==> src/common/vic_pkg.sv <==
// Purpose: Shared constants, register map and helpers of the VLAN ingress classifier
// Assumes: 32-bit APB register word, six ports, sixteen filters
// Notes: Filter word holds valid, VID, group, tagged members, members
package vic_pkg;
  localparam int NPORT = 6;
  localparam int NFILT = 16;
  localparam int FIRST_TAG_FILT = 6;
  localparam int IDX_LSB = 2;
  localparam logic [11:0] VID_NULL = 12'h000;
  localparam logic [11:0] VID_ONE = 12'h001;
  localparam logic [11:0] VID_ALL = 12'hFFF;
  localparam logic [11:0] PORT_DEFAULT_VID_RST = 12'h001;
  localparam logic [7:0] A_CTRL = 8'h00;
  localparam logic [7:0] A_DEFS = 8'h04;
  localparam logic [7:0] A_ETC = 8'h08;
  localparam logic [7:0] A_STAT = 8'h0C;
  localparam logic [7:0] A_PORT_DEFAULT_VID = 8'h40;
  localparam logic [7:0] M_PORT_DEFAULT_VID = 8'hE0;
  localparam logic [7:0] A_FILT = 8'h80;
  localparam logic [7:0] M_FILT = 8'hC0;
  localparam int B_TAGMODE = 0;
  localparam int B_RNULL = 1;
  localparam int B_RONE = 2;
  localparam int B_RALL = 3;
  localparam int B_VSD = 4;
  localparam int B_FUI = 5;
  localparam int B_ATO = 6;
  localparam int B_VCHK = 7;
  localparam int B_FALL = 8;
  localparam int B_IFE = 9;
  localparam logic [9:0] CTRL_RST = 10'h090;
  localparam int D_GRP_LSB = 8;
  localparam int E_ARP_LSB = 2;
  localparam int E_IGMP_LSB = 4;
  localparam int F_TAG_LSB = 6;
  localparam int F_FID_LSB = 12;
  localparam int F_VID_LSB = 16;
  localparam int F_VLD = 31;
  typedef enum logic [1:0] {
    VIC_CLS_OTHER = 2'h0,
    VIC_CLS_BRIDGE = 2'h1,
    VIC_CLS_ARP = 2'h2,
    VIC_CLS_IGMP = 2'h3
  } vic_cls_t;
  function automatic logic [5:0] mem_of(input logic [31:0] f);
    mem_of = f[5:0];
  endfunction : mem_of
  function automatic logic [5:0] tmem_of(input logic [31:0] f);
    tmem_of = f[F_TAG_LSB +: 6];
  endfunction : tmem_of
  function automatic logic [3:0] fid_of(input logic [31:0] f);
    fid_of = f[F_FID_LSB +: 4];
  endfunction : fid_of
  function automatic logic [11:0] vid_of(input logic [31:0] f);
    vid_of = f[F_VID_LSB +: 12];
  endfunction : vid_of
endpackage : vic_pkg

==> src/logic/vic_classifier.sv <==
// Purpose: VLAN ingress classification with APB configuration
// Assumes: Packet inputs come from logic on ref_clk; one result per in_valid
// Notes: Result appears on the cycle after in_valid
// Operation
// - Control bit selects tag or port VLAN
// - Sixteen filters with valid, VID, group, masks
// - Port mode indexes filters 0-5 by port
// - Tag mode matches VID over all filters, or over filters 6-15 only with fallback
// - Optionally replace VID zero with port VID
// - Optionally replace VID one with port VID
// - Optionally replace all-ones VID with port VID
// - Security active uses port VID only
// - Forced untagged input uses port VID
// - Unreplaced all-ones VID under security violates
// - Tagged-only port rejects untagged or null VID
// - Forced untagged disables tagged-only check
// - Unmatched VID with checking violates
// - Group from filter, else default group
// - Fallback resolves unmatched packets by port filters
// - Unmatched without fallback uses default portmap
// - Ingress filter rejects source outside boundary
// - Violations drop unless cross-VLAN
// - Each packet gets 2-bit egress tag control
// - Bridge-group class: override, learning, control, config
// - ARP class: override then config
// - IGMP class: override then config
// - Others: override, learning hit, else zero
`timescale 1ns/1ps
module vic_classifier (
  input wire logic ref_clk,
  input wire logic nrst,
  input wire logic psel,
  input wire logic penable,
  input wire logic pwrite,
  input wire logic [7:0] paddr,
  input wire logic [31:0] pwdata,
  output logic [31:0] prdata,
  output logic pready,
  output logic pslverr,
  input wire logic in_valid,
  input wire logic [2:0] in_src_port,
  input wire logic in_tagged,
  input wire logic [11:0] in_tag_vid,
  input wire vic_pkg::vic_cls_t in_class,
  input wire logic in_cross_vlan,
  input wire logic tag_override_valid,
  input wire logic [1:0] tag_override,
  input wire logic lrn_hit,
  input wire logic [1:0] lrn_tag,
  input wire logic ctl_hit,
  input wire logic [1:0] ctl_tag,
  output logic out_valid,
  output logic out_drop,
  output logic out_violation,
  output logic [3:0] out_group,
  output logic [5:0] out_boundary,
  output logic [5:0] out_tagged_members,
  output logic [11:0] out_vid,
  output logic [1:0] egress_tag_control
);
  logic [9:0] ctrl_r;
  logic [5:0] dmap_r;
  logic [3:0] dgrp_r;
  logic [5:0] etc_r;
  logic [vic_pkg::NPORT-1:0][11:0] port_default_vid_r;
  logic [vic_pkg::NFILT-1:0][31:0] filt_r;
  logic [15:0] viol_cnt_r;
  logic [15:0] drop_cnt_r;
  logic [31:0] prdata_r;
  logic pslverr_r;
  logic out_valid_r;
  logic out_drop_r;
  logic out_viol_r;
  logic [3:0] out_group_r;
  logic [5:0] out_bnd_r;
  logic [5:0] out_tmem_r;
  logic [11:0] out_vid_r;
  logic [1:0] out_etc_r;

  // Register decode
  wire logic sel_ctrl = paddr == vic_pkg::A_CTRL;
  wire logic sel_defs = paddr == vic_pkg::A_DEFS;
  wire logic sel_etc = paddr == vic_pkg::A_ETC;
  wire logic sel_stat = paddr == vic_pkg::A_STAT;
  wire logic [2:0] pidx = paddr[vic_pkg::IDX_LSB +: 3];
  wire logic [3:0] fidx = paddr[vic_pkg::IDX_LSB +: 4];
  wire logic sel_port_default_vid = (paddr & vic_pkg::M_PORT_DEFAULT_VID) == vic_pkg::A_PORT_DEFAULT_VID
    && pidx < 3'(vic_pkg::NPORT);
  wire logic sel_filt = (paddr & vic_pkg::M_FILT) == vic_pkg::A_FILT;
  wire logic mapped = sel_ctrl | sel_defs | sel_etc | sel_stat | sel_port_default_vid | sel_filt;
  wire logic setup = psel & ~penable;
  wire logic wr_en = psel & penable & pwrite & mapped;
  wire logic [31:0] rd_mux =
    sel_ctrl ? {22'h0, ctrl_r} :
    sel_defs ? {20'h0, dgrp_r, 2'h0, dmap_r} :
    sel_etc ? {26'h0, etc_r} :
    sel_stat ? {drop_cnt_r, viol_cnt_r} :
    sel_port_default_vid ? {20'h0, port_default_vid_r[pidx]} :
    sel_filt ? filt_r[fidx] : 32'h0;

  // Configuration fields
  wire logic tag_vlan_mode_enable = ctrl_r[vic_pkg::B_TAGMODE];
  wire logic replace_null_vid = ctrl_r[vic_pkg::B_RNULL];
  wire logic replace_vid_one = ctrl_r[vic_pkg::B_RONE];
  wire logic replace_all_ones_vid = ctrl_r[vic_pkg::B_RALL];
  wire logic vlan_security_disable = ctrl_r[vic_pkg::B_VSD];
  wire logic force_untagged_input = ctrl_r[vic_pkg::B_FUI];
  wire logic admit_tagged_only = ctrl_r[vic_pkg::B_ATO];
  wire logic vid_match_check = ctrl_r[vic_pkg::B_VCHK];
  wire logic fallback_to_port_grouping = ctrl_r[vic_pkg::B_FALL];
  wire logic ingress_filter_enable = ctrl_r[vic_pkg::B_IFE];

  // VID resolution
  wire logic src_ok = in_src_port < 3'(vic_pkg::NPORT);
  wire logic [11:0] port_default_vid = src_ok ? port_default_vid_r[in_src_port] : 12'h000;
  wire logic is_null = in_tag_vid == vic_pkg::VID_NULL;
  wire logic is_one = in_tag_vid == vic_pkg::VID_ONE;
  wire logic is_all = in_tag_vid == vic_pkg::VID_ALL;
  wire logic replaced = (is_null & replace_null_vid)
    | (is_one & replace_vid_one)
    | (is_all & replace_all_ones_vid);
  // Security and forced-untagged both fall back to the port VID
  wire logic use_port_default_vid = force_untagged_input
    | ~vlan_security_disable
    | ~in_tagged | replaced;
  wire logic [11:0] cmp_vid = use_port_default_vid ? port_default_vid : in_tag_vid;

  // Filter lookup
  logic m_hit;
  logic [3:0] m_idx;
  vic_vid_match u_match (
    .filters(filt_r),
    .vid(cmp_vid),
    .skip_port_filters(fallback_to_port_grouping),
    .hit(m_hit),
    .idx(m_idx)
  );
  wire logic unmatched = tag_vlan_mode_enable & ~m_hit;
  wire logic use_port = ~tag_vlan_mode_enable
    | (unmatched & fallback_to_port_grouping);
  wire logic use_dflt = unmatched & ~fallback_to_port_grouping;
  wire logic [31:0] sel_f = use_port ? filt_r[{1'b0, in_src_port}] : filt_r[m_idx];
  wire logic [3:0] grp = use_dflt ? dgrp_r : vic_pkg::fid_of(sel_f);
  wire logic [5:0] bnd = use_dflt ? dmap_r : vic_pkg::mem_of(sel_f);
  wire logic [5:0] tmem = use_dflt ? 6'h00 : vic_pkg::tmem_of(sel_f);
  wire logic [7:0] bnd_ext = {2'h0, bnd};

  // Violation checks
  wire logic v_all = ~force_untagged_input & ~vlan_security_disable
    & in_tagged & is_all & ~replace_all_ones_vid;
  wire logic v_ato = admit_tagged_only & ~force_untagged_input
    & (~in_tagged | is_null);
  wire logic v_chk = unmatched & vid_match_check;
  wire logic v_ife = ingress_filter_enable & ~bnd_ext[in_src_port];
  wire logic violation = v_all | v_ato | v_chk | v_ife;
  wire logic drop = violation & ~in_cross_vlan;

  logic [1:0] etc_sel;
  vic_egress_tag u_etag (
    .cls(in_class),
    .ovr_valid(tag_override_valid),
    .ovr_tag(tag_override),
    .lrn_hit(lrn_hit),
    .lrn_tag(lrn_tag),
    .ctl_hit(ctl_hit),
    .ctl_tag(ctl_tag),
    .cfg_bridge(etc_r[1:0]),
    .cfg_arp(etc_r[vic_pkg::E_ARP_LSB +: 2]),
    .cfg_igmp(etc_r[vic_pkg::E_IGMP_LSB +: 2]),
    .tag(etc_sel)
  );

  // Counters: an event in the clearing cycle is still counted
  wire logic stat_clr = wr_en & sel_stat;
  wire logic cnt_viol = out_valid_r & out_viol_r;
  wire logic cnt_drop = out_valid_r & out_drop_r;
  wire logic [15:0] viol_cnt_nxt = (stat_clr ? 16'h0 : viol_cnt_r) + {15'h0, cnt_viol};
  wire logic [15:0] drop_cnt_nxt = (stat_clr ? 16'h0 : drop_cnt_r) + {15'h0, cnt_drop};

  // APB slave: zero wait states, data latched in setup
  always_ff @(posedge ref_clk or negedge nrst)
  begin
    if (!nrst)
    begin
      prdata_r <= 32'h0;
      pslverr_r <= 1'b0;
    end
    else if (setup)
    begin
      prdata_r <= pwrite ? 32'h0 : rd_mux;
      pslverr_r <= ~mapped;
    end
  end

  always_ff @(posedge ref_clk or negedge nrst)
  begin
    if (!nrst)
    begin
      ctrl_r <= vic_pkg::CTRL_RST;
      dmap_r <= 6'h00;
      dgrp_r <= 4'h0;
      etc_r <= 6'h00;
    end
    else if (wr_en)
    begin
      if (sel_ctrl)
        ctrl_r <= pwdata[9:0];
      if (sel_defs)
        dmap_r <= pwdata[5:0];
      if (sel_defs)
        dgrp_r <= pwdata[vic_pkg::D_GRP_LSB +: 4];
      if (sel_etc)
        etc_r <= pwdata[5:0];
    end
  end

  // Filter and port VID storage
  always_ff @(posedge ref_clk or negedge nrst)
  begin
    if (!nrst)
    begin
      filt_r <= '0;
      port_default_vid_r <= {vic_pkg::NPORT{vic_pkg::PORT_DEFAULT_VID_RST}};
    end
    else if (wr_en)
    begin
      if (sel_filt)
        filt_r[fidx] <= pwdata;
      if (sel_port_default_vid)
        port_default_vid_r[pidx] <= pwdata[11:0];
    end
  end

  always_ff @(posedge ref_clk or negedge nrst)
  begin
    if (!nrst)
    begin
      viol_cnt_r <= 16'h0;
      drop_cnt_r <= 16'h0;
    end
    else
    begin
      viol_cnt_r <= viol_cnt_nxt;
      drop_cnt_r <= drop_cnt_nxt;
    end
  end

  // Result stage, one cycle after in_valid
  always_ff @(posedge ref_clk or negedge nrst)
  begin
    if (!nrst)
      out_valid_r <= 1'b0;
    else
      out_valid_r <= in_valid;
  end

  always_ff @(posedge ref_clk or negedge nrst)
  begin
    if (!nrst)
    begin
      out_drop_r <= 1'b0;
      out_viol_r <= 1'b0;
      out_group_r <= 4'h0;
      out_bnd_r <= 6'h00;
      out_tmem_r <= 6'h00;
      out_vid_r <= 12'h000;
      out_etc_r <= 2'h0;
    end
    else if (in_valid)
    begin
      out_drop_r <= drop;
      out_viol_r <= violation;
      out_group_r <= grp;
      out_bnd_r <= bnd;
      out_tmem_r <= tmem;
      out_vid_r <= cmp_vid;
      out_etc_r <= etc_sel;
    end
  end

  assign prdata = prdata_r;
  assign pready = 1'b1;
  assign pslverr = pslverr_r;
  assign out_valid = out_valid_r;
  assign out_drop = out_drop_r;
  assign out_violation = out_viol_r;
  assign out_group = out_group_r;
  assign out_boundary = out_bnd_r;
  assign out_tagged_members = out_tmem_r;
  assign out_vid = out_vid_r;
  assign egress_tag_control = out_etc_r;
endmodule : vic_classifier

==> src/logic/vic_vid_match.sv <==
// Purpose: Compare a VID against all valid VLAN filters
// Assumes: Lowest matching index wins
// Notes: With port fallback the first six filters serve ports only
`timescale 1ns/1ps
module vic_vid_match (
  input wire logic [vic_pkg::NFILT-1:0][31:0] filters,
  input wire logic [11:0] vid,
  input wire logic skip_port_filters,
  output logic hit,
  output logic [3:0] idx
);
  logic [vic_pkg::NFILT-1:0] eq;
  genvar g;
  generate
    for (g = 0; g < vic_pkg::NFILT; g++)
    begin : g_cmp
      assign eq[g] = filters[g][vic_pkg::F_VLD] && vic_pkg::vid_of(filters[g]) == vid
        && !(skip_port_filters && g < vic_pkg::FIRST_TAG_FILT);
    end
  endgenerate
  always_comb
  begin
    hit = 1'b0;
    idx = 4'h0;
    for (int i = vic_pkg::NFILT - 1; i >= 0; i--)
    begin
      if (eq[i])
      begin
        hit = 1'b1;
        idx = 4'(i);
      end
    end
  end
endmodule : vic_vid_match

==> src/logic/vic_egress_tag.sv <==
// Purpose: Pick the 2-bit egress tag control by packet class
// Assumes: Lookup hits and override come from same-clock logic
// Notes: Purely combinational; the caller registers the result
`timescale 1ns/1ps
module vic_egress_tag (
  input wire vic_pkg::vic_cls_t cls,
  input wire logic ovr_valid,
  input wire logic [1:0] ovr_tag,
  input wire logic lrn_hit,
  input wire logic [1:0] lrn_tag,
  input wire logic ctl_hit,
  input wire logic [1:0] ctl_tag,
  input wire logic [1:0] cfg_bridge,
  input wire logic [1:0] cfg_arp,
  input wire logic [1:0] cfg_igmp,
  output logic [1:0] tag
);
  always_comb
  begin
    tag = 2'h0;
    if (ovr_valid)
      tag = ovr_tag;
    else
      unique case (cls)
        vic_pkg::VIC_CLS_BRIDGE: tag = lrn_hit ? lrn_tag : ctl_hit ? ctl_tag : cfg_bridge;
        vic_pkg::VIC_CLS_ARP: tag = cfg_arp;
        vic_pkg::VIC_CLS_IGMP: tag = cfg_igmp;
        vic_pkg::VIC_CLS_OTHER: tag = lrn_hit ? lrn_tag : 2'h0;
      endcase
  end
endmodule : vic_egress_tag

==> config.mk <==
export PLATFORM = sky130hd
export DESIGN_NAME = vic_classifier
export DESIGN_NICKNAME = d
export VERILOG_FILES = /design/src/common/vic_pkg.sv /design/src/logic/vic_classifier.sv /design/src/logic/vic_vid_match.sv /design/src/logic/vic_egress_tag.sv
export SDC_FILE = /design/constraint.sdc
export NUM_CORES = 2
export LEC_CHECK = 0
export BUFFER_PORTS_ARGS = -buffer_cell sky130_fd_sc_hd__buf_2
export CAP_MARGIN = 15
export CORE_ASPECT_RATIO = 0.75
export CORE_MARGIN = 5
export CORE_UTILIZATION = 50
export CTS_CLUSTER_DIAMETER = 200
export DETAILED_ROUTE_END_ITERATION = 8
export PLACE_DENSITY_LB_ADDON = 0.1
export REMOVE_ABC_BUFFERS = 1
export SKIP_CTS_REPAIR_TIMING = 1
export SLEW_MARGIN = 0
export SYNTH_ARGS = -nofsm -noshare
export SYNTH_HDL_FRONTEND = slang
export SYNTH_SLANG_ARGS = --single-unit
==> constraint.sdc <==
create_clock -name ref_clk -period 7 [get_ports ref_clk]
set_input_delay 1.4 -clock ref_clk [delete_from_list [all_inputs] [get_ports ref_clk]]
set_output_delay 1.4 -clock ref_clk [all_outputs]
set_load 0.01 [all_outputs]
# After elaboration in Yosys (flattened, before gate mapping)
# Cells that the tools add are included.
totals:
  regBits: 708
  input_bits: 74
  output_inout_bits: 67
classes:
  add_sub_neg: 2
  order_cmp: 9
  eq_ne: 26
  mux: 70
  n_bitwise: 48
  reduce_logical: 34
ops:
  columns: ["operator", "n"]
  rows:
  - ["$bwmux W512", 1]
  - ["$mux W32", 9]
  - ["$bmux W32 S4", 2]
  - ["$eq A12 B12 Y1", 16]
  - ["$demux W32 S4", 1]
  - ["$bmux W32 S3", 1]
  - ["$mux W16", 5]
  - ["$bmux W12 S3", 2]
  - ["$bwmux W72", 1]
  - ["$mux W4", 17]
  - ["$mux W12", 5]
  - ["$demux W12 S3", 1]
  - ["$add A16 B1 Y16", 2]
  - ["$logic_and A1 B1 Y1", 25]
  - ["$and A1 B1 Y1", 22]
  - ["$mux W1", 17]
  - ["$eq A8 B4 Y1 const B", 2]
  - ["$or A1 B1 Y1", 15]
  - ["$eq A12 B1 Y1 const B", 1]
  - ["$eq A12 B12 Y1 const B", 1]
  - ["$logic_not A12 Y1", 1]
  - ["$mux W6", 2]
  - ["$not A1 Y1", 11]
  - ["$lt A4 B5 Y1 const B", 2]
  - ["other kinds (16)", 27]

# Logic depth before layout (Yosys ltp)
logic_depth:
  depth_word: 36
  ltp_mapped: 25
  ltp_nobuf: 17

# By module
# Synthesis repeated with hierarchy kept, for this count alone.
hier_totals:
  cells_unflattened: 2776
  area_unflattened_um2: 38724.6
modules_own_cells:
  columns: ["module", "n_inst", "cells_each", "area_per_inst_um2", "seq_area_each_um2"]
  rows:
  - ["vic_classifier", 1, 2428, 35878.2, 17727.0]
  - ["vic_vid_match", 1, 330, 2675.1, 0.0]
  - ["vic_egress_tag", 1, 18, 171.4, 0.0]

# Worst setup path before layout
# Ideal clock, no wire load.
synth_timing:
  path_kind: "input to register"
  start: "input port in_src_port[0]"
  end: "register out_drop_r, in the netlist out_drop"
  setup_time_ns: 0.111
  t_arrival_ns: 5.926
  t_required_ns: 6.889
  path_slack_ns: 0.963
  path_stages: 21
  path_buffers: 5
  cell_sequence: "buf_6 -> buf_6 -> mux2_4 -> a222oi_1 -> inv_2 -> mux2_4 -> buf_6 -> xnor2_1 -> nand4_1 -> nor4_2 -> nor4_1 -> a21o_1 -> buf_2 -> buf_6 -> mux2i_1 -> mux2i_1 -> mux2_2 -> mux4_2 -> o21ai_1 -> a41oi_1 -> a2111oi_2"
synth_via:
  elab_chain_cells: 34
  elab_cells_between_ends: 94
  classes_between: "1 x order compare; 16 x eq/ne; 44 x mux; 11 x bitwise; 22 x reduce/logical"
synth_rtl:
  columns: ["item", "line", "text"]
  rows:
  - ["start: declaration", "vic_classifier.sv:41", "input wire logic [2:0] in_src_port,"]
  - ["parallel branches: the longest is 32 deep, another holds $bmux W12 S3", null, null]
  - ["$or A1 B1 Y1 *", "vic_classifier.sv:155", "wire logic violation = v_all | v_ato | v_chk | v_ife;"]
  - ["$and A1 B1 Y1 *", "vic_classifier.sv:156", "wire logic drop = violation & ~in_cross_vlan;"]
  - ["end signal: assignment", "vic_classifier.sv:271", "out_drop_r <= drop;"]
  - ["end: declaration", "vic_classifier.sv:72", "logic out_drop_r;"]
# Mark *: on every way between the ends. The select of a mux whose other input is x is not followed.
# A chain may end at the register's enable or synchronous reset.

# Worst setup path after layout
layout_timing:
  start: "input port in_src_port[1]"
  end: "register out_drop_r, in the netlist out_drop"
# Same word-level chain as after synthesis.

==> metrics.md <==
| Metric | Value |
|---|---|
| Status | `complete, no violations` |
| Post-Place Cell Area | `42900 sq um` |
| Library cells used by synthesis | `89` |
| Global placement routability congestion | `1.05` |
| CTS HTree Levels | `3` |
| Hold Path Class | `flop to flop` |
| Die footprint | `86700 sq um` |
| Avg Cell Area, Syn | `12.7 sq um` |
| Critical Path Max Stage Delay | `0.91 ns` |
| Worst Path Max Fanout | `18` |
| CP required | `7.54 ns` |
| Vias in the first global route | `29500` |
| DP Worst Slack | `-0.412 ns` |
| TritonCTS Buffers | `76` |
| Fmax | `147 MHz` |
| Vias | `29500` |
| Overall global routing resource usage | `34.0%` |
| Cell Chain, Critical Path | `buf_2 -> or2_1 -> o21ai_0 -> mux2i_4 -> buf_4 -> xor2_1 -> nand4_1 -> nor4_1 -> buf_4 -> nor4_1 -> nand2_1 -> nor2b_4 -> mux2i_1 -> mux2_2 -> mux4_2 -> o21ai_1 -> a41oi_1 -> a2111oi_2` |
| GRT overflow | `0` |
| Endpoint of the worst hold path | `prdata[30]$_DFFE_PN0P_` |
| Routed Antenna Nets | `0` |
| Pleak | `21.4 nW` |
| R2R cell count | `21` |
| Startpoint class of the critical path | `primary input` |
| CTS Buffer Depth | `3` |
| Core ar. | `80300 sq um` |
| Drt wl/cell | `33.7 um` |
| Net Sw Frac | `28.8%` |
| Reg-to-reg critical path startpoint | `ctrl_r[4]$_DFFE_PN1P_` |
| Clk pwr share | `40.5%` |
| CTS tree | `done` |
| Syn Inst Count | `3190` |
| Max-cap violations | `0` |
| RSZ-0062 raised after global routing | `false` |
| Ys Warns | `0` |
| # setup viols final | `0` |
| Synth async-reset ratio | `100%` |
| Switching power | `0.00312 W` |
| Clk root buf | `clkbuf_16` |
| CP Capture Type | `flop` |
| Layout area overhead | `12.9%` |
| Crit path max-delay family | `simple AND/OR/NAND/NOR gates` |
| Combinational fraction of design power | `17.6%` |
| FP Rows | `90` |
| Crit Path Class | `primary input to flop` |
| First-pass GRT wire length | `216 mm` |
| Reg2Reg Capture Point | `out_group[3]$_DFFE_PN0P_` |
| Worst Path Arrival | `7.34 ns` |
| IO Pins | `141` |
| Drt drc | `0` |
| Final worst slack | `0.199 ns` |
| Hold Path Cell Cnt | `2` |
| Pins Over Slew Limit | `0` |
| Worst-case vdd ir drop | `189 uV` |
| Cell taking the most area after synthesis | `dfrtp_1` |
| Clk_lat worst skew | `0.66 ns` |
| Dominant synthesized flop cell | `dfrtp_1` |
| Clock Skew | `0.0243 ns` |
| Min-delay src | `prdata[30]$_DFFE_PN0P_` |
| EDFF count, synth | `0` |
| Final period util | `97.2%` |
| Busiest grt layer | `met1` |
| DP HPWL | `105 mm` |
| Int Pwr | `0.00772 W` |
| Initial Util | `50.3%` |
| Final Instance Area | `45600 sq um` |
| Pwr dens | `238 nW/um^2` |
| Layout cells sized above 1 | `40.8%` |
| 1st-iter DRT viols | `2952` |
| Grt met3 use | `15.5%` |
| Die Height | `256 um` |
| Seq/Total Area, Yosys | `43.9%` |
| Initial antenna violation count | `14` |
| Sequential share of power | `41.9%` |
| Slew HR | `3.38%` |
| Post-Syn Area | `40400 sq um` |
| Num Clock Sinks | `708` |
| FILL cells | `6556` |
| Largest net degree at the start of global routing | `126` |
| Share of the synthesized area in the top cell type | `43.3%` |
| Final hold viol count | `0` |
| Clk slew on worst S/H paths | `0.06 ns` |
| Post-DR vias/cell | `6.67` |
| Drt pass-1 iters | `8` |
| Minimum clock period | `6.80 ns` |
| Grt met2 use | `47.2%` |
| Worst Max-Slew Pin Slew | `1.44 ns` |
| I/O Buffers | `139` |
| GR Util met1 | `48.6%` |
| Worst Path Buf+Inv | `3` |
| #FFs+latches synth | `708` |
| Worst path slowest cell | `o21ai_0` |
| Final wirelength | `149 mm` |
| Top cells by area, synth | `dfrtp_1 (43%), mux2_2 (19%), mux4_2 (11%)` |
| Nets | `3384` |
| Die W | `338 um` |
| R2r setup slk | `0.87 ns` |
## final cells by class
class,instances,area [sq um],area share (%)
inverter,59,221,0.486
antenna,6,15.0,0.0329
clock inverter,33,489,1.07
tap,1058,1320,2.90
sequential,708,17700,38.9
timing repair buffer,297,2170,4.76
multi-input combinational,2164,21500,47.1
clock buffer,102,2170,4.76
## how the worst max path moves through the flow
stage / slack, ns / cells after the start / end / start
after CTS: 0.26 / 22 / out_group[3]$_DFFE_PN0P_ / in_tag_vid[0]
final: 0.20 / 18 / out_drop$_DFFE_PN0P_ / in_src_port[1]
after global placement: -0.36 / 22 / out_group[0]$_DFFE_PN0P_ / in_src_port[0]
after detailed placement: -0.41 / 22 / out_group[3]$_DFFE_PN0P_ / in_tag_vid[0]
after global routing: 0.05 / 18 / out_drop$_DFFE_PN0P_ / in_src_port[1]
after floorplan: -5.30 / 16 / out_tagged_members[4]$_DFFE_PN0P_ / in_tag_vid[0]
## cells in the mapped netlist, types with 7 or more instances
| library cell | instances |
|---|---|
| buf_1 | 45 |
| or3_1 | 11 |
| dfrtp_1 | 700 |
| nor3_1 | 33 |
| xnor2_1 | 67 |
| inv_1 | 58 |
| a31oi_1 | 12 |
| buf_6 | 12 |
| o21ai_0 | 45 |
| a222oi_1 | 10 |
| nand2_1 | 106 |
| nor2b_1 | 15 |
| dfstp_2 | 8 |
| a211oi_1 | 14 |
| nand4_1 | 48 |
| a22o_1 | 14 |
| xor2_1 | 154 |
| a211o_1 | 8 |
| mux2_2 | 683 |
| buf_4 | 15 |
| nand3_1 | 54 |
| buf_2 | 27 |
| o22a_1 | 9 |
| nor4_1 | 35 |
| mux2i_1 | 194 |
| a22oi_1 | 27 |
| nor2_1 | 140 |
| mux4_2 | 205 |
| clkbuf_1 | 160 |
| a221oi_1 | 23 |
| a21oi_1 | 73 |
| o221ai_1 | 7 |
| o22ai_1 | 25 |
| and3_1 | 10 |
| and4_1 | 7 |
| nand2b_1 | 19 |
## through the flow
| stage | hold WS, ns | util, % | total power (W) | TNS (ns) | instances |
|---|---|---|---|---|---|
| 2_1_floorplan | 0.474 | - | 0.00566 | -79.88 | 2931 |
| 4_1_cts | 0.483 | 56.7 | 0.0109 | 0 | 4420 |
| 3_3_place_gp | 0.455 | 53.4 | 0.00644 | -1.54 | 4285 |
| 6_report | 0.474 | 56.8 | 0.0108 | 0 | 4427 |
| 5_1_grt | 0.505 | 56.8 | 0.0112 | 0 | 4422 |
| 3_5_place_dp | 0.469 | 53.4 | 0.00647 | -1.80 | 4285 |
## cells by family (layout without fill, tap and decap cells)
kind of cell | Yosys count | after routing | synth area share [%]
DFF | 708 | 708 | 43.9
adders and majority gates | 4 | 4 | 0.124
muxes | 1088 | 1088 | 35.5
xor gates and xnor gates | 222 | 222 | 4.83
AOI/OAI and AO/OA | 329 | 329 | 5.68
buffers and inverters | 318 | 491 | 3.40
other | 1 | 7 | 0.00928
and+or+nand+nor | 520 | 520 | 6.58
## placed cells by master (no fill, tap or decap), drive strengths merged, types with 10 or more instances in the layout
master,count
dfrtp,700
mux2,687
buf,297
mux4,205
mux2i,196
xor2,154
nor2,140
nand2,106
clkbuf,102
a21oi,73
xnor2,68
inv,63
nand3,54
nand4,49
o21ai,49
nor4,37
nor3,34
a22oi,27
o22ai,25
a221oi,23
nand2b,19
nor2b,16
clkinv,15
a211oi,14
a22o,14
a31oi,12
or3,11
bufinv,11
a222oi,10
and3,10
## registers in the layout, summed over array words and instances (netlist names), 2 cells and up
register            count
out_tagged_members      6
prdata                 32
ctrl_r                 10
dmap_r                  6
viol_cnt_r             16
out_vid                12
out_group               4
out_boundary            6
port_default_vid_r     72
drop_cnt_r             16
egress_tag_control      2
etc_r                   6
dgrp_r                  4
filt_r                512
## worst min-delay path, delay by kind of cell, from the launching register on
kind | cells | cell delay, ns
AO/OA/AOI/OAI | 1 | 0.06
flip-flops | 1 | 0.34
AND/OR/NAND/NOR | 1 | 0.05
## power groups by stage
stage / combinational [W] / clock (W) / sequential, W
floorplan: 0.00114 / 0 / 0.00452
CTS: 0.00187 / 0.00445 / 0.00453
global placement: 0.00184 / 0 / 0.00460
global route: 0.00202 / 0.00460 / 0.00456
detailed placement: 0.00187 / 0 / 0.00460
finish: 0.00190 / 0.00439 / 0.00454
## layer usage
metal / vias up / part of all wire, %
met2: 1523 / 41
met4: 10 / 2.7
met5: - / 0.044
met1: 15500 / 43
met3: 248 / 13
li1: 12200 / -
Note: power is estimated with default switching activity, not from simulation.
